--- src/psim_pkg.sv ---
package psim_pkg;

  // bus geometry
  localparam int unsigned ADDR_W   = 12;
  localparam int unsigned IDX_W    = ADDR_W - 2;
  localparam int unsigned WORD_LSB = 2;
  localparam int unsigned DATA_W   = 32;
  localparam int unsigned REG_W    = 16;

  // register indices, byte address is four times the index
  localparam logic [IDX_W-1:0] IDX_BASE_STATUS = 10'h001;
  localparam logic [IDX_W-1:0] IDX_STATUS_TWO  = 10'h011;
  localparam logic [IDX_W-1:0] IDX_IRQ_MASK    = 10'h012;
  localparam logic [IDX_W-1:0] IDX_CHANGE      = 10'h013;
  localparam logic [IDX_W-1:0] IDX_ERR_SRC     = 10'h015;

  // base status register fields
  localparam int unsigned BS_NEG_DONE = 5;

  // second status register fields
  localparam int unsigned ST_SPEED_100 = 14;
  localparam int unsigned ST_TX_ACT    = 13;
  localparam int unsigned ST_RX_ACT    = 12;
  localparam int unsigned ST_COLLISION = 11;
  localparam int unsigned ST_LINK_UP   = 10;
  localparam int unsigned ST_FULL_DPX  = 9;
  localparam int unsigned ST_NEG_MODE  = 8;
  localparam int unsigned ST_NEG_DONE  = 7;
  localparam int unsigned ST_POL_REV   = 5;
  localparam int unsigned ST_PAUSE     = 4;
  localparam int unsigned ST_ERROR     = 3;

  // interrupt mask register fields
  localparam int unsigned IM_NEG_DONE  = 7;
  localparam int unsigned IM_SPEED     = 6;
  localparam int unsigned IM_DUPLEX    = 5;
  localparam int unsigned IM_LINK      = 4;
  localparam int unsigned IM_GLOBAL_EN = 1;
  localparam int unsigned IM_TEST_FORCE = 0;

  // change register fields
  localparam int unsigned CH_NEG_DONE = 7;
  localparam int unsigned CH_SPEED    = 6;
  localparam int unsigned CH_DUPLEX   = 5;
  localparam int unsigned CH_LINK     = 4;
  localparam int unsigned CH_IRQ_PEND = 2;

  // change flag vector layout
  localparam int unsigned CHG_N      = 4;
  localparam int unsigned CHG_NEG    = 3;
  localparam int unsigned CHG_SPEED  = 2;
  localparam int unsigned CHG_DUPLEX = 1;
  localparam int unsigned CHG_LINK   = 0;

  // error source vector layout, also its register layout
  localparam int unsigned ERR_N       = 3;
  localparam int unsigned ERR_REMOTE  = 2;
  localparam int unsigned ERR_JABBER  = 1;
  localparam int unsigned ERR_PARDET  = 0;

  // reset values and writable bits
  localparam logic [REG_W-1:0]  STATUS_TWO_RESET = 16'h0000;
  localparam logic [REG_W-1:0]  IRQ_MASK_RESET   = 16'h0000;
  localparam logic [REG_W-1:0]  IRQ_MASK_WMASK   = 16'h00F3;
  localparam logic [DATA_W-1:0] RDATA_ZERO       = 32'h0000_0000;

endpackage

--- src/psim_sticky.sv ---
`timescale 1ns/10ps
`default_nettype none

// sticky event flags: a set in the same cycle as a clear wins
module psim_sticky #(
  parameter int unsigned WIDTH = 4
) (
  // clock and reset
  input  wire logic             clk,
  input  wire logic             rst_n,
  // events and clears
  input  wire logic [WIDTH-1:0] set_bits,
  input  wire logic [WIDTH-1:0] clr_bits,
  // held flags
  output logic      [WIDTH-1:0] flags
);

  logic [WIDTH-1:0] flags_ff;
  logic [WIDTH-1:0] nxt_flags;

  // clear first, then set so a fresh event survives
  always_comb begin
    nxt_flags = (flags_ff & ~clr_bits) | set_bits;
  end

  // flag storage
  always_ff @(posedge clk or negedge rst_n) begin
    if (!rst_n) begin
      flags_ff <= '0;
    end else begin
      flags_ff <= nxt_flags;
    end
  end

  assign flags = flags_ff;

endmodule

`default_nettype wire

--- src/psim_regs.sv ---
`timescale 1ns/10ps
`default_nettype none

// What this block does
// - speed bit high in 100 Mbit mode
// - transmit bit high while sending
// - receive bit high while receiving
// - live collision, link and duplex bits
// - mode bit high under auto-negotiation
// - negotiation complete bit set when finished
// - completion bit mirrors base status bit
// - polarity bit high when pair reversed
// - pause bit shows pause capability
// - error bit set on fault conditions
// - error cleared by reading source register
// - negotiation done mask gates its interrupt
// - speed mask gates speed interrupt
// - duplex mask gates duplex interrupt
// - link mask gates link interrupt
// - global enable gates all change flag interrupts, not the test force
// - test bit forces interrupt output low
// - change flags clear on register read
module psim_regs (
  // apb slave
  input  wire logic                          pclk,
  input  wire logic                          presetn,
  input  wire logic [psim_pkg::ADDR_W-1:0]   paddr,
  input  wire logic                          psel,
  input  wire logic                          penable,
  input  wire logic                          pwrite,
  input  wire logic [psim_pkg::DATA_W-1:0]   pwdata,
  input  wire logic [3:0]                    pstrb,
  output logic      [psim_pkg::DATA_W-1:0]   prdata,
  output logic                               pready,
  output logic                               pslverr,
  // phy core status
  input  wire logic                          speed_100,
  input  wire logic                          tx_active,
  input  wire logic                          rx_active,
  input  wire logic                          collision,
  input  wire logic                          link_up,
  input  wire logic                          full_duplex,
  input  wire logic                          neg_mode,
  input  wire logic                          neg_done,
  input  wire logic                          polarity_rev,
  input  wire logic                          pause_cap,
  // phy core fault events
  input  wire logic                          remote_fault,
  input  wire logic                          jabber,
  input  wire logic                          par_det_fault,
  // management interrupt
  output logic                               mgmt_irq_n
);

  // address match on an aligned word at the given index
  function automatic logic addr_hit(
    input logic [psim_pkg::ADDR_W-1:0] addr,
    input logic [psim_pkg::IDX_W-1:0]  idx
  );
    addr_hit = (addr[psim_pkg::WORD_LSB-1:0] == '0) &&
               (addr[psim_pkg::ADDR_W-1:psim_pkg::WORD_LSB] == idx);
  endfunction

  // byte lane merge of write data into a 16 bit register
  function automatic logic [psim_pkg::REG_W-1:0] lane_merge(
    input logic [psim_pkg::REG_W-1:0]  old_val,
    input logic [psim_pkg::DATA_W-1:0] wdata,
    input logic [3:0]                  strb,
    input logic [psim_pkg::REG_W-1:0]  wmask
  );
    logic [psim_pkg::REG_W-1:0] lane_en;
    lane_en    = {{8{strb[1]}}, {8{strb[0]}}} & wmask;
    lane_merge = (old_val & ~lane_en) | (wdata[psim_pkg::REG_W-1:0] & lane_en);
  endfunction

  // a status bit that differs from its registered image marks a change
  function automatic logic bit_moved(
    input logic [psim_pkg::REG_W-1:0] now_val,
    input logic [psim_pkg::REG_W-1:0] old_val,
    input int unsigned                pos
  );
    bit_moved = (now_val[pos] != old_val[pos]);
  endfunction

  // state
  logic [psim_pkg::DATA_W-1:0] prdata_ff;
  logic                        pready_ff;
  logic                        pslverr_ff;
  logic                        mgmt_irq_n_ff;
  logic [psim_pkg::REG_W-1:0]  status_two_ff;
  logic [psim_pkg::REG_W-1:0]  irq_mask_ff;
  logic [psim_pkg::CHG_N-1:0]  cap_chg_ff;
  logic [psim_pkg::ERR_N-1:0]  cap_err_ff;

  // next values and decode
  logic [psim_pkg::REG_W-1:0]  nxt_status_two;
  logic [psim_pkg::DATA_W-1:0] nxt_prdata;
  logic                        nxt_pslverr;
  logic                        nxt_mgmt_irq_n;
  logic [psim_pkg::CHG_N-1:0]  nxt_cap_chg;
  logic [psim_pkg::ERR_N-1:0]  nxt_cap_err;
  logic                        capture;
  logic                        complete;
  logic                        hit_base;
  logic                        hit_st2;
  logic                        hit_mask;
  logic                        hit_chg;
  logic                        hit_err;
  logic                        mapped;
  logic [psim_pkg::CHG_N-1:0]  chg_set;
  logic [psim_pkg::CHG_N-1:0]  chg_clr;
  logic [psim_pkg::CHG_N-1:0]  chg_flags;
  logic [psim_pkg::CHG_N-1:0]  chg_masks;
  logic [psim_pkg::ERR_N-1:0]  err_set;
  logic [psim_pkg::ERR_N-1:0]  err_clr;
  logic [psim_pkg::ERR_N-1:0]  err_flags;
  logic                        irq_cause;

  // access phase splits into a capture cycle and a completion cycle
  assign capture  = psel && penable && !pready_ff;
  assign complete = psel && penable && pready_ff;

  // register decode
  assign hit_base = addr_hit(paddr, psim_pkg::IDX_BASE_STATUS);
  assign hit_st2  = addr_hit(paddr, psim_pkg::IDX_STATUS_TWO);
  assign hit_mask = addr_hit(paddr, psim_pkg::IDX_IRQ_MASK);
  assign hit_chg  = addr_hit(paddr, psim_pkg::IDX_CHANGE);
  assign hit_err  = addr_hit(paddr, psim_pkg::IDX_ERR_SRC);
  assign mapped   = hit_base || hit_st2 || hit_mask || hit_chg || hit_err;

  // live status image, reserved bits stay zero
  always_comb begin
    nxt_status_two = psim_pkg::STATUS_TWO_RESET;
    nxt_status_two[psim_pkg::ST_SPEED_100] = speed_100;
    nxt_status_two[psim_pkg::ST_TX_ACT]    = tx_active;
    nxt_status_two[psim_pkg::ST_RX_ACT]    = rx_active;
    nxt_status_two[psim_pkg::ST_COLLISION] = collision;
    nxt_status_two[psim_pkg::ST_LINK_UP]   = link_up;
    nxt_status_two[psim_pkg::ST_FULL_DPX]  = full_duplex;
    nxt_status_two[psim_pkg::ST_NEG_MODE]  = neg_mode;
    nxt_status_two[psim_pkg::ST_NEG_DONE]  = neg_done;
    nxt_status_two[psim_pkg::ST_POL_REV]   = polarity_rev;
    nxt_status_two[psim_pkg::ST_PAUSE]     = pause_cap;
    nxt_status_two[psim_pkg::ST_ERROR]     = |err_flags;
  end

  // status image register, one cycle behind the core
  always_ff @(posedge pclk or negedge presetn) begin
    if (!presetn) begin
      status_two_ff <= psim_pkg::STATUS_TWO_RESET;
    end else begin
      status_two_ff <= nxt_status_two;
    end
  end

  // change events from the status image
  always_comb begin
    chg_set = '0;
    chg_set[psim_pkg::CHG_NEG] = nxt_status_two[psim_pkg::ST_NEG_DONE] &&
                                 !status_two_ff[psim_pkg::ST_NEG_DONE];
    chg_set[psim_pkg::CHG_SPEED]  = bit_moved(nxt_status_two, status_two_ff,
                                              psim_pkg::ST_SPEED_100);
    chg_set[psim_pkg::CHG_DUPLEX] = bit_moved(nxt_status_two, status_two_ff,
                                              psim_pkg::ST_FULL_DPX);
    chg_set[psim_pkg::CHG_LINK]   = bit_moved(nxt_status_two, status_two_ff,
                                              psim_pkg::ST_LINK_UP);
  end

  // fault events feeding the error summary
  always_comb begin
    err_set = '0;
    err_set[psim_pkg::ERR_REMOTE] = remote_fault;
    err_set[psim_pkg::ERR_JABBER] = jabber;
    err_set[psim_pkg::ERR_PARDET] = par_det_fault;
  end

  // only the flags snapshotted with the read data are cleared, the negotiation flag too though bit 7 reads live status
  assign chg_clr = complete ? cap_chg_ff : '0;
  assign err_clr = complete ? cap_err_ff : '0;

  // change flags since the last read of the change register
  psim_sticky #(
    .WIDTH (psim_pkg::CHG_N)
  ) u_chg_flags (
    .clk      (pclk),
    .rst_n    (presetn),
    .set_bits (chg_set),
    .clr_bits (chg_clr),
    .flags    (chg_flags)
  );

  // latched fault conditions, cleared through their own register
  psim_sticky #(
    .WIDTH (psim_pkg::ERR_N)
  ) u_err_flags (
    .clk      (pclk),
    .rst_n    (presetn),
    .set_bits (err_set),
    .clr_bits (err_clr),
    .flags    (err_flags)
  );

  // interrupt mask register, reserved bits never stored
  always_ff @(posedge pclk or negedge presetn) begin
    if (!presetn) begin
      irq_mask_ff <= psim_pkg::IRQ_MASK_RESET;
    end else if (complete && pwrite && hit_mask) begin
      irq_mask_ff <= lane_merge(irq_mask_ff, pwdata, pstrb,
                                psim_pkg::IRQ_MASK_WMASK);
    end
  end

  // mask bits lined up with the change flag vector
  always_comb begin
    chg_masks = '0;
    chg_masks[psim_pkg::CHG_NEG]    = irq_mask_ff[psim_pkg::IM_NEG_DONE];
    chg_masks[psim_pkg::CHG_SPEED]  = irq_mask_ff[psim_pkg::IM_SPEED];
    chg_masks[psim_pkg::CHG_DUPLEX] = irq_mask_ff[psim_pkg::IM_DUPLEX];
    chg_masks[psim_pkg::CHG_LINK]   = irq_mask_ff[psim_pkg::IM_LINK];
  end

  // interrupt cause: enabled masked flags, or the test force
  always_comb begin
    irq_cause = irq_mask_ff[psim_pkg::IM_GLOBAL_EN] &&
                (|(chg_flags & chg_masks));
    nxt_mgmt_irq_n = !(irq_cause ||
                       irq_mask_ff[psim_pkg::IM_TEST_FORCE]);
  end

  // active low interrupt output
  always_ff @(posedge pclk or negedge presetn) begin
    if (!presetn) begin
      mgmt_irq_n_ff <= 1'b1;
    end else begin
      mgmt_irq_n_ff <= nxt_mgmt_irq_n;
    end
  end

  // read data mux
  always_comb begin
    nxt_prdata  = psim_pkg::RDATA_ZERO;
    nxt_pslverr = !mapped;
    if (hit_base) begin
      nxt_prdata[psim_pkg::BS_NEG_DONE] = status_two_ff[psim_pkg::ST_NEG_DONE];
    end
    if (hit_st2) begin
      nxt_prdata[psim_pkg::REG_W-1:0] = status_two_ff;
    end
    if (hit_mask) begin
      nxt_prdata[psim_pkg::REG_W-1:0] = irq_mask_ff & psim_pkg::IRQ_MASK_WMASK;
    end
    if (hit_chg) begin
      nxt_prdata[psim_pkg::CH_NEG_DONE] = status_two_ff[psim_pkg::ST_NEG_DONE];
      nxt_prdata[psim_pkg::CH_SPEED]    = chg_flags[psim_pkg::CHG_SPEED];
      nxt_prdata[psim_pkg::CH_DUPLEX]   = chg_flags[psim_pkg::CHG_DUPLEX];
      nxt_prdata[psim_pkg::CH_LINK]     = chg_flags[psim_pkg::CHG_LINK];
      nxt_prdata[psim_pkg::CH_IRQ_PEND] = !mgmt_irq_n_ff;
    end
    if (hit_err) begin
      nxt_prdata[psim_pkg::ERR_N-1:0] = err_flags;
    end
  end

  // change flags a read will clear, as the reader sees them
  always_comb begin
    nxt_cap_chg = '0;
    if (!pwrite && hit_chg) begin
      nxt_cap_chg = chg_flags;
    end
  end

  // error flags a read will clear, as the reader sees them
  always_comb begin
    nxt_cap_err = '0;
    if (!pwrite && hit_err) begin
      nxt_cap_err = err_flags;
    end
  end

  // change clear snapshot, frozen at capture, dropped at completion
  always_ff @(posedge pclk or negedge presetn) begin
    if (!presetn) begin
      cap_chg_ff <= '0;
    end else if (capture) begin
      cap_chg_ff <= nxt_cap_chg;
    end else if (complete) begin
      cap_chg_ff <= '0;
    end
  end

  // error clear snapshot, frozen at capture, dropped at completion
  always_ff @(posedge pclk or negedge presetn) begin
    if (!presetn) begin
      cap_err_ff <= '0;
    end else if (capture) begin
      cap_err_ff <= nxt_cap_err;
    end else if (complete) begin
      cap_err_ff <= '0;
    end
  end

  // apb handshake: one wait cycle, ready stands for one cycle
  always_ff @(posedge pclk or negedge presetn) begin
    if (!presetn) begin
      pready_ff <= 1'b0;
    end else begin
      pready_ff <= capture;
    end
  end

  // read data stands with pready only, zero on writes
  always_ff @(posedge pclk or negedge presetn) begin
    if (!presetn) begin
      prdata_ff <= psim_pkg::RDATA_ZERO;
    end else if (capture && !pwrite) begin
      prdata_ff <= nxt_prdata;
    end else begin
      prdata_ff <= psim_pkg::RDATA_ZERO;
    end
  end

  // slave error stands with pready only
  always_ff @(posedge pclk or negedge presetn) begin
    if (!presetn) begin
      pslverr_ff <= 1'b0;
    end else if (capture) begin
      pslverr_ff <= nxt_pslverr;
    end else begin
      pslverr_ff <= 1'b0;
    end
  end

  // outputs straight from flops
  assign prdata     = prdata_ff;
  assign pready     = pready_ff;
  assign pslverr    = pslverr_ff;
  assign mgmt_irq_n = mgmt_irq_n_ff;

endmodule

`default_nettype wire

--- config.mk ---
export PLATFORM = sky130hd
export DESIGN_NAME = psim_regs
export DESIGN_NICKNAME = d
export VERILOG_FILES = /design/src/psim_pkg.sv /design/src/psim_sticky.sv /design/src/psim_regs.sv
export SDC_FILE = /design/constraint.sdc
export NUM_CORES = 1
export LEC_CHECK = 0
export ABC_AREA = 1
export BUFFER_PORTS_ARGS = -buffer_cell sky130_fd_sc_hd__buf_2
export CAP_MARGIN = 20
export CORE_AREA = 2 2 77 94
export DETAILED_ROUTE_END_ITERATION = 6
export DIE_AREA = 0 0 79 96
export PLACE_DENSITY = 0.61
export SETUP_SLACK_MARGIN = 0.4
export SYNTH_ARGS = -nofsm -noshare
export SYNTH_HDL_FRONTEND = slang
export SYNTH_HIERARCHICAL = 1
export SYNTH_SLANG_ARGS = --single-unit
--- constraint.sdc ---
create_clock -name pclk -period 1.3 [get_ports pclk]
set_input_delay 0.065 -clock pclk [delete_from_list [all_inputs] [get_ports pclk]]
set_output_delay 0.065 -clock pclk [all_outputs]
set_load 0.01 [all_outputs]
---- Word-level counts from Yosys, hierarchy flattened ----
Cells that the tools add are included.
operators by class
  add/subtract/negate cells ............... 0
  multiply operators ...................... 0
  div/mod/pow operators ................... 0
  magnitude comparators ................... 0
  equality and inequality tests ........... 8
  shifts and indexed selects .............. 0
  mux-type cells .......................... 16
  bitwise logic cells ..................... 11
  reduce and logical (&&, ||, !) cells .... 30
operator list
  kind                                             count
  == test 10 x 5 -> 1 bit (second input constant)  4
  two-way mux 16 bit                               2
  two-way mux 4 bit                                5
  bitwise AND 16 bit                               1
  bitwise AND 16 x 8 -> 16 bit                     1
  NOT 8 -> 16 bit                                  1
  OR 16 bit                                        1
  logical AND 1 bit                                15
  two-way mux 15 bit                               1
  two-way mux 3 bit                                5
  == test 10 x 1 -> 1 bit (second input constant)  1
  bitwise AND 4 bit                                2
  zero test 1 bit                                  6
  logical OR 1 bit                                 5
  NOT 4 bit                                        1
  OR 4 bit                                         1
  OR reduction 4 bit                               1
  bitwise AND 3 bit                                1
  two-way mux 1 bit                                3
  inequality test 1 bit                            3
  NOT 3 bit                                        1
  OR 3 bit                                         1
  OR reduction 3 bit                               1
  zero test 2 bit                                  1
  nonzero test 2 bit                               1
storage, ports and cells
  bits in registers ....................... 60
  latch bits .............................. 0
  RAM bits ................................ 0
  bits in read-only memories .............. 0
  input bits .............................. 66
  logic and storage cells ................. 75
  memories kept ........................... 0

---- Longest topological paths before layout ----
Gate-level depths: netlist of run 1.
  word-level depth ........................ 8
  gate-level depth with buffers ........... 8
  depth with buffers taken out ............ 8

---- Modules after synthesis ----
Netlist of run 1, hierarchy kept.
modules (own cells, without submodules)
  module                     instances  cells an instance  area each (um2)
  psim_regs                  1          220                1,986.9
  psim_sticky (u_chg_flags)  1          20                 160.2
  psim_sticky (u_err_flags)  1          15                 120.1

---- Least setup slack after synthesis of run 1 ----
No wires, ideal clock.
  path type ............................... register -> register
  start point ............................. reg pready_ff (netlist: pready)
  end point ............................... reg (tool-made name)
  data arrival time ....................... 1.034 ns
  path slack .............................. 0.149 ns
  cell stages (with the launch flop) ...... 7
  cell sequence ........................... dfrtp_1 nand2_2 nor2_2 nand3_2 buf_6 nand2_1 o21ai_2
RTL lines
  what                    line              RTL
  from (decl)             psim_regs.sv:87   logic pready_ff;
  from (signal assigned)  psim_regs.sv:307  pready_ff <= capture;

---- Worst setup path in the final report of run 1 ----
  start point ............................. reg pready_ff (netlist: pready)
  end point ............................... reg prdata_ff (netlist bit prdata[2])
on the way
  cells in the longest elaborated chain, start to end .. 4
RTL lines
  what                  line              RTL
  zero test 1 bit       psim_regs.sv:120  assign capture = psel && penable && !pready_ff;
  logical AND 1 bit     psim_regs.sv:120
  net capture           psim_regs.sv:102  logic capture;
  logical AND 1 bit     psim_regs.sv:315  end else if (capture && !pwrite) begin
  two-way mux 16 bit    psim_regs.sv:315
  to (signal assigned)  psim_regs.sv:314  prdata_ff <= psim_pkg::RDATA_ZERO;
  to (signal assigned)  psim_regs.sv:316  prdata_ff <= nxt_prdata;
  to (signal assigned)  psim_regs.sv:318  prdata_ff <= psim_pkg::RDATA_ZERO;
  to (decl)             psim_regs.sv:86   logic [psim_pkg::DATA_W-1:0] prdata_ff;
The timed path passes the listed nets, and every way through them passes these cells.
A chain may end at the register's enable or synchronous reset.

==> metrics, run 1 <==
Crit Path Max Fanout 5; Final Power just under 3 mW; WL final 4460 um; switching share of total power 0.218; HP Class in2reg; fmax 854 MHz; worst path required time 1.53 ns; Comb pwr share 0.094; Reg2Reg Setup Slack 0.13 ns; setup total negative slack 0 ns; CTS Buffer Depth 2; power per cell area 956 nW/um^2; Synth warnings 6; setup ws final 0.129 ns; total of max-cap violations 0; Avg Cell Area, Syn 8.89 sq um; Final Cycle Share 0.901; skew final 0.00381 ns; Place WS 0.0890 ns; LEAKAGE between 1.5 and 2 nW; Tmin final 1.17 ns; Die Y 96 um; Worst IR Drop VDD 0.548 mV; DR iter-0 viols 54; WL/cell 10.4 um; hpwl dp 3330 um; clock share of power 0.377; Total GRT Usage 0.126; area of the multi-input gates 877 sq um; placed insts 400; Die Span X 79 um; io pins 101; core box area ~6700 sq um; most frequent cells in the layout buf_2, nand2_1, dfrtp_1; grt total ovfl 0; post-route antenna net violation count 0; row count 33; synthesis-stage register bit count 49; largest net degree at the start of global routing 50; # DRC 0; Initial Utilization 0.339; Critical Path AT 1.40 ns; RSZ-0062 raised after global routing yes; die area 7580 sq um; global-route wire length before repair between 7000 and 8000 um; CTS Root Cell clkbuf_8; initial antenna violation count 0; IO buf count 54; cell area after synthesis approximately 2300 sq um; crit path capture type flop; GP Congestion 0.755; Reg power frac 0.528; CTS clk-pin slew, worst paths 0.08 ns; Layout Cells excl Fill 430; sequential-to-total area share from yosys stat 0.541; nets 408; outcome finished clean; layout cell share with drive strength beyond 1 0.353; P_int 2.29 mW; Final Hold Vio Count 0; # diodes 0; Final Max Slew Viols 0; hold slack 0.00290 ns; H-Tree Level Count 2; Synth cell types 25; Num CTS Buffers 5; Startpoint Class flop; Area growth syn-to-layout 35.4%; Via-to-Cell Ratio 4.06; CTS tree built; Setup Crit Path Kind reg2reg; vias in the first global route 1644; Sink Count just under 50; Sw Pwr around 0.64 mW; Final setup viols 0; vias roughly 1700; Post-Syn Instances 255; commonest non-fill, non-tap cell in the layout buf_2; Sequential Area 1230 sq um; FILL cells just under 700; worst-skew pair later-pin latency 0.30 ns; First-pass DRT Iterations 4
-- stage by stage --
| stage | util | area [sq um] |
|---|---|---|
| finish | 0.459 | 3070 |
| global route | 0.459 | 3070 |
| CTS | 0.449 | 3010 |
| detailed placement | 0.393 | 2630 |
| global placement | 0.393 | 2630 |
| floorplan | - | 2340 |
-- critical path, stage by stage (launching register included) --
cell and delay [ns]:
dfrtp_2 0.43, nor2_4 0.10, inv_2 0.05, nor2_4 0.10, inv_2 0.08, nor2_4 0.15, nand3b_1 0.10, o21ai_1 0.09
-- final timing paths --
check | start | to | depth (start not counted)
setup / recovery | pready | prdata[2] | 7
hold / removal | pwdata[6] | flop | 3
setup reg to reg | pready | prdata[2] | 7
hold reg to reg | flop | mgmt_irq_n | 1
max in group asynchronous | presetn | mgmt_irq_n | 3
min in group asynchronous | presetn | prdata[8] | 3
-- metal layers --
| layer | vias up | routed length, um | GRT usage |
|---|---|---|---|
| li1 | 903 | - | - |
| met1 | 792 | 1910 | 0.159 |
| met2 | 44 | 2290 | 0.216 |
| met3 | 6 | 183 | 0.0225 |
| met4 | 0 | 77 | 0.0474 |
| met5 | - | 0 | 0 |
-- power groups by stage --
stage	Clock, mW	Combinational (mW)	Sequential (mW)
after global placement	0	0.216	1.58
after detailed placement	0	0.219	1.58
after floorplan	0	0.135	1.58
after global routing	1.21	0.314	1.55
after CTS	1.14	0.273	1.55
final	1.11	0.277	1.55
-- Yosys cell counts --
cell | n | share of area
xor2_1 | 3 | 0.012
nand3b_1 | 1 | 0.0033
nor2_1 | 27 | 0.045
nand4_1 | 2 | 0.0055
nand2_2 | 7 | 0.019
buf_2 | 1 | 0.0022
dfstp_2 | 1 | 0.012
a21oi_1 | 5 | 0.011
nand3_2 | 2 | 0.0088
conb_1 | 1 | 0.0017
nor2_2 | 3 | 0.0083
buf_6 | 2 | 0.0099
inv_4 | 1 | 0.0028
inv_2 | 4 | 0.0066
buf_4 | 17 | 0.056
dfrtp_1 | 48 | 0.53
nand2_1 | 57 | 0.094
o21ai_1 | 6 | 0.013
o22ai_1 | 3 | 0.0083
nor2_4 | 6 | 0.030
nand3_1 | 9 | 0.020
inv_1 | 41 | 0.068
nand3_4 | 1 | 0.0077
nor3_1 | 1 | 0.0022
o21ai_2 | 6 | 0.023
-- logic make-up (layout without fill, tap and decap cells) --
family | after synthesis | after routing | synth area share
AND/OR/NAND/NOR | 116 | 117 | 0.244
XOR/XNOR | 3 | 3 | 0.0116
other | 1 | 17 | 0.00165
flip-flops | 49 | 49 | 0.541
buffers and inverters | 66 | 137 | 0.146
AO/OA/AOI/OAI | 20 | 20 | 0.0557
-- repair_timing --
item                       CTS  global route
hold buffers                17             0
hold endpoints to repair    65             0
pin swaps                    2             3
gates cloned                 1             0
setup endpoints to repair   38            42
setup buffers                2             2
resized for setup           15            11
-- layout make-up --
class	instances	area share
clock buffers	7	0.0281
clock inverters	1	0.00978
inverters	46	0.0571
multi-input cells	157	0.286
flip-flops and latches	49	0.400
well taps	87	0.0355
repair buffers	83	0.183
(Power assumes the default switching activity.)
==> inputs of run 2 (changes only) <==
--- a/config.mk
+++ b/config.mk
@@ -8,10 +8,11 @@
 export ABC_AREA = 1
 export BUFFER_PORTS_ARGS = -buffer_cell sky130_fd_sc_hd__buf_2
 export CAP_MARGIN = 20
-export CORE_AREA = 2 2 77 94
+export CORE_AREA = 2 2 72 88
+export CTS_BUF_LIST = sky130_fd_sc_hd__clkbuf_8
 export DETAILED_ROUTE_END_ITERATION = 6
-export DIE_AREA = 0 0 79 96
-export PLACE_DENSITY = 0.61
+export DIE_AREA = 0 0 74 90
+export PLACE_DENSITY = 0.68
 export SETUP_SLACK_MARGIN = 0.4
 export SYNTH_ARGS = -nofsm -noshare
 export SYNTH_HDL_FRONTEND = slang
==> run 2 against run 1 <==
Register-to-register slack got worse by 0.03 ns. Sequential share of layout area up 0.31 points. Sequential cell count unchanged. Critical path type unchanged. Largest cell class unchanged.
==> metrics, run 2 (synthesis gave the netlist of run 1 again) <==
delay-heaviest family, CP simple AND/OR/NAND/NOR gates; Reg2Reg Setup Slack 0.10 ns (-0.03 ns); Final Hold Vio Count 0 (unchanged); worst r2r path cells 7 (unchanged); vias 1796 (+2.9%); die area 6660 sq um (-12%); Design Area, Final 3050 sq um (-0.77%); outcome finished clean; WL final 4490 um (+0.78%); CTS tree built; FILL cells 544 (-20%); Buffers & Inverters on Critical Path 2 (unchanged); placed cell area 2620 sq um (-0.52%); io pins 101 (unchanged); Total GRT Usage 0.147 (+0.0209); CTS Root Cell clkbuf_8; Final setup viols 0 (unchanged); global-route wire length before repair 7690 um (+3.2%); Die Span X 74 um (-6.3%); Die Y 90 um (-6.3%); ordered list of cells on the worst path nor2_4 > inv_2 > nor2_4 > inv_4 > nor2_4 > nand3b_1 > o21ai_1; hpwl dp 3190 um (-4.1%); WL/cell 10.6 um (+2.2%); grt total ovfl 0 (unchanged); power per cell area 954 nW/um^2 (-0.27%); Critical Path AT 1.42 ns (+0.02 ns); Reg-to-Reg Start pready; Crit Path Max Fanout 5 (unchanged); commonest non-fill, non-tap cell in the layout buf_2; Initial Utilization 0.387 (+0.0482); most frequent cells in the layout buf_2, nand2_1, dfrtp_1; Sequential Area 1230 sq um (unchanged); setup total negative slack 0 ns (unchanged); Sink Count 49 (unchanged); HP Class in2reg; Setup Crit Path Kind reg2reg; initial antenna violation count 0 (unchanged); core box area 5860 sq um (-12%); fmax 833 MHz (-2.4%); Final Cycle Share 0.923 (+0.0222); First-pass DRT Iterations 4 (unchanged); row count 31 (-6.1%); layout cell share with drive strength beyond 1 0.371 (+0.0186); Startpoint Class flop; Area growth syn-to-layout 34.3%; post-route antenna net violation count 0 (unchanged); area of the multi-input gates 876 sq um (-0.14%); LEAKAGE 1.56 nW (+0.25%); RSZ-0062 raised after global routing yes; Num CTS Buffers 5 (unchanged); Via-to-Cell Ratio 4.24 (+4.4%); Slowest-stage cell, CP dfrtp_2; CTS Buffer Depth 2 (unchanged); # DRC 0 (unchanged); crit path capture type flop; most used cell, CP nor2_4; worst-skew pair later-pin latency 0.30 ns (about the same); nets 407 (-0.25%); largest net degree at the start of global routing 50 (unchanged); Tmin final 1.20 ns (+0.0289 ns); skew final 0.00454 ns (+0.000731 ns); Final Max Slew Viols 0 (unchanged); end of the worst register-to-register path prdata[2]; GP Congestion 0.807 (+7.0%); total of max-cap violations 0 (unchanged); hold path start pwdata[5]; H-Tree Level Count 2 (unchanged); worst path required time 1.52 ns (about the same); crit-path max cell delay 0.43 ns (about the same); vias in the first global route 1842 (+12%); CTS clk-pin slew, worst paths 0.08 ns (about the same); IO buf count 54 (unchanged); # diodes 0 (unchanged); DR iter-0 viols 128 (+140%); Worst IR Drop VDD 0.570 mV (+3.9%); Hold Path Cell Cnt 3 (unchanged)
-- run 2: cell count changes in the layout (fill, tap and decap cells not counted), sizes merged --
cell and delta:
clkbuf -1, inv +1, buf +1, dlygate4sd3 -2
-- run 2: area by class of cell --
class	count	area share
Clock buffer	6	0.0271
Clock inverter	2	0.0111
Inverter	46	0.0583
Multi-Input combinational cell	157	0.288
Sequential cell	49	0.403
Tap cell	82	0.0337
Timing Repair Buffer	82	0.179
-- run 2: how the worst max path moves through the flow --
stage / startpoint / to / slack (ns) / cells after the start
final: pready / prdata[2] / 0.10 / 7
after global routing: pready / prdata[2] / 0.01 / 7
after CTS: pready / prdata[2] / 0.12 / 7
after detailed placement: pready / flop / 0.06 / 5
after global placement: pready / prdata[1] / 0.08 / 5
after floorplan: pready / prdata[0] / 0.21 / 7
-- run 2: routing by layer --
layer  GRT usage  vias up  share of wire
li1            -      903              -
met1       0.174      830           0.40
met2       0.254       53           0.52
met3      0.0224       10          0.051
met4      0.0667        0          0.024
met5           0        -              0
-- run 2: timing repair --
action | in CTS | in global routing
pin swaps | 2 | 4
cloned | 1 | 0
setup endpoints to repair | 38 | 39
hold buffers | 15 | 0
setup buffers | 3 | 3
resized for setup | 13 | 15
hold endpoints to repair | 63 | 0
-- run 2: per-stage QoR --
step	setup WS (ns)	hold slack, ns	instances	utilization	total power, mW
CTS	0.122	0.00331	421	0.508	2.92
floorplan	0.210	-0.231	271	-	1.72
global placement	0.0829	0.0685	394	0.447	1.79
finish	0.100	0.00364	424	0.520	2.91
global route	0.0104	0.0115	424	0.520	3.03
detailed placement	0.0641	0.0662	394	0.447	1.80
-- run 2: worst reg2reg max path, cell delays in order, from the launching register on --
cell and delay (ns):
dfrtp_2 0.43, nor2_4 0.11, inv_2 0.05, nor2_4 0.13, inv_4 0.06, nor2_4 0.16, nand3b_1 0.11, o21ai_1 0.09
-- run 2: report_power, final --
part           switching [mW]  internal (mW)  total (mW)
registers             0.00911           1.54        1.55
logic                   0.151          0.119       0.270
clock network           0.465          0.619        1.08
==> inputs of run 3 (changes only) <==
--- a/config.mk
+++ b/config.mk
@@ -8,11 +8,11 @@
 export ABC_AREA = 1
 export BUFFER_PORTS_ARGS = -buffer_cell sky130_fd_sc_hd__buf_2
 export CAP_MARGIN = 20
-export CORE_AREA = 2 2 72 88
+export CORE_AREA = 2 2 72 74
 export CTS_BUF_LIST = sky130_fd_sc_hd__clkbuf_8
 export DETAILED_ROUTE_END_ITERATION = 6
-export DIE_AREA = 0 0 74 90
-export PLACE_DENSITY = 0.68
+export DIE_AREA = 0 0 74 76
+export PLACE_DENSITY = 0.8
 export SETUP_SLACK_MARGIN = 0.4
 export SYNTH_ARGS = -nofsm -noshare
 export SYNTH_HDL_FRONTEND = slang
==> run 3 against run 2 <==
Sequential share of layout area is 1.1 points higher. Total power about the same. Wire length grew 1.4%. Sequential cell count stayed put. Clock skew is 0.00063 ns higher. First-iteration DRC count down 1.6%. Clock power barely moved. Via count is 0.17% lower. Non-clock buffer count down 4. Critical path type unchanged. Largest power group unchanged. Highest routed layer unchanged.
==> metrics, run 3 (synthesis gave the netlist of run 1 again) <==
outcome finished clean; GP Congestion 0.814 (+0.82%); fin util 0.603 (+0.0834); crit-path max cell delay 0.43 ns (about the same); Critical Path AT 1.47 ns (+0.05 ns); Design Area, Final 2960 sq um (-2.7%); Layout Cells excl Fill 408 (-3.8%); post-route antenna net violation count 0 (unchanged); WL/cell 11.2 um (+5.4%); hold path start pwdata[0]; Final Max Slew Viols 0 (unchanged); skew final 0.00516 ns (+0.000627 ns); Final Hold Vio Count 0 (unchanged); Initial Utilization 0.462 (+0.0744); # diodes 0 (unchanged); vias 1793 (-0.17%); Die Y 76 um (-16%); Sw Pwr 0.628 mW (+0.54%); HP Class in2reg; Crit Path Max Fanout 5 (unchanged); crit path capture type flop; Setup Crit Path Kind reg2reg; FILL cells 406 (-25%); most used cell, CP nor2_4; Final Power 2.91 mW (about the same); Reg-to-Reg Start pready; ordered list of cells on the worst path nor2_4 > inv_2 > nor2_4 > inv_4 > nor2_4 > nand3b_1 > o21ai_1; vias in the first global route 1767 (-4.1%); initial antenna violation count 0 (unchanged); nets 403 (-0.98%); P_int 2.28 mW (about the same); Comb pwr share 0.093 (about the same); placed cell area 2590 sq um (-0.86%); hpwl dp 3240 um (+1.5%); Final Cycle Share 0.957 (+0.0336); global-route wire length before repair 7800 um (+1.4%); DR iter-0 viols 126 (-1.6%); Reg2Reg Setup Slack 0.06 ns (-0.04 ns); row count 26 (-16%); commonest non-fill, non-tap cell in the layout nand2_1; H-Tree Level Count 2 (unchanged); WL final 4560 um (+1.4%); # DRC 0 (unchanged); Slowest-stage cell, CP dfrtp_2; layout cell share with drive strength beyond 1 0.334 (-0.0370); Total GRT Usage 0.179 (+0.0321); Startpoint Class flop; fmax 804 MHz (-3.5%); Worst IR Drop VDD 0.576 mV (+1.2%); total of max-cap violations 0 (unchanged); Die Span X 74 um (unchanged); Reg power frac 0.534 (about the same); most frequent cells in the layout nand2_1, buf_2, dfrtp_1; CTS Buffer Depth 2 (unchanged); worst-skew pair later-pin latency 0.30 ns (about the same); setup ws final 0.0565 ns (-0.0436 ns); CTS tree built; LEAKAGE 1.53 nW (-1.5%); met1 WL 1860 um (+2.3%); IO buf count 54 (unchanged); delay-heaviest family, CP simple AND/OR/NAND/NOR gates; met2 routed WL 2420 um (+3.5%); worst path required time 1.52 ns (about the same); CTS clk-pin slew, worst paths 0.08 ns (about the same); Sequential Area 1230 sq um (unchanged); grt total ovfl 0 (unchanged); die area 5620 sq um (-16%); placed insts 381 (-3.3%); hold slack 0.00816 ns (+0.00452 ns); Tmin final 1.24 ns (+0.0436 ns); setup total negative slack 0 ns (unchanged); First-pass DRT Iterations 4 (unchanged); Sink Count 49 (unchanged); WL met3 225 um (-2.2%); Buffers & Inverters on Critical Path 2 (unchanged); core box area 4910 sq um (-16%); RSZ-0062 raised after global routing yes; Final setup viols 0 (unchanged); switching share of total power 0.216 (+0.00104); Via-to-Cell Ratio 4.39 (+3.7%); CTS Root Cell clkbuf_8; clock share of power 0.373 (about the same); largest net degree at the start of global routing 33 (-34%); worst setup path start pready; area of the multi-input gates 836 sq um (-4.6%); Num CTS Buffers 5 (unchanged); Place WS 0.0450 ns (-0.0191 ns); Max Used Layer met4; io pins 101 (unchanged); Area growth syn-to-layout 30.7%; power per cell area 981 nW/um^2 (+2.8%)
==> run 3: final timing paths <==
check / cells past startpoint / endpoint
setup / recovery: 7 / prdata[2]
hold / removal: 3 / flop
setup reg to reg: 7 / prdata[2]
hold reg to reg: 1 / mgmt_irq_n
max in group asynchronous: 3 / mgmt_irq_n
min in group asynchronous: 2 / prdata[4]
==> run 3: area by class of cell <==
cell class | instances | share of cell area
clock buffer | 6 | 0.0279
tap | 70 | 0.0295
sequential | 49 | 0.415
inverter | 46 | 0.0599
multi-input combinational | 157 | 0.282
timing repair buffer | 78 | 0.175
clock inverter | 2 | 0.0114
==> run 3: layer usage <==
layer | global-route usage | up-vias
li1 | - | 897
met1 | 0.220 | 835
met2 | 0.301 | 56
met3 | 0.0489 | 5
met4 | 0.0564 | 0
met5 | 0 | -
==> run 3: worst register-to-register path, stage by stage, from the launching register on <==
cell	delay (ns)
dfrtp_2	0.43
nor2_4	0.10
inv_2	0.06
nor2_4	0.18
inv_4	0.07
nor2_4	0.14
nand3b_1	0.10
o21ai_1	0.09
==> run 3: power by group through the flow <==
stage	sequential (mW)	combinational [mW]	clock, mW
after floorplan	1.58	0.135	0
after global placement	1.58	0.213	0
after detailed placement	1.58	0.218	0
after CTS	1.55	0.268	1.11
after global routing	1.55	0.305	1.17
final	1.55	0.271	1.08
==> run 3: timing repair <==
| item | 4_1_cts | 5_1_grt |
|---|---|---|
| hold endpoints to repair | 61 | 0 |
| hold buffers | 14 | 0 |
| resized for setup | 15 | 2 |
| pin swaps | 2 | 4 |
| endpoints found under the setup margin | 38 | 41 |
| cloned | 1 | 0 |
| setup buffers | 3 | 1 |
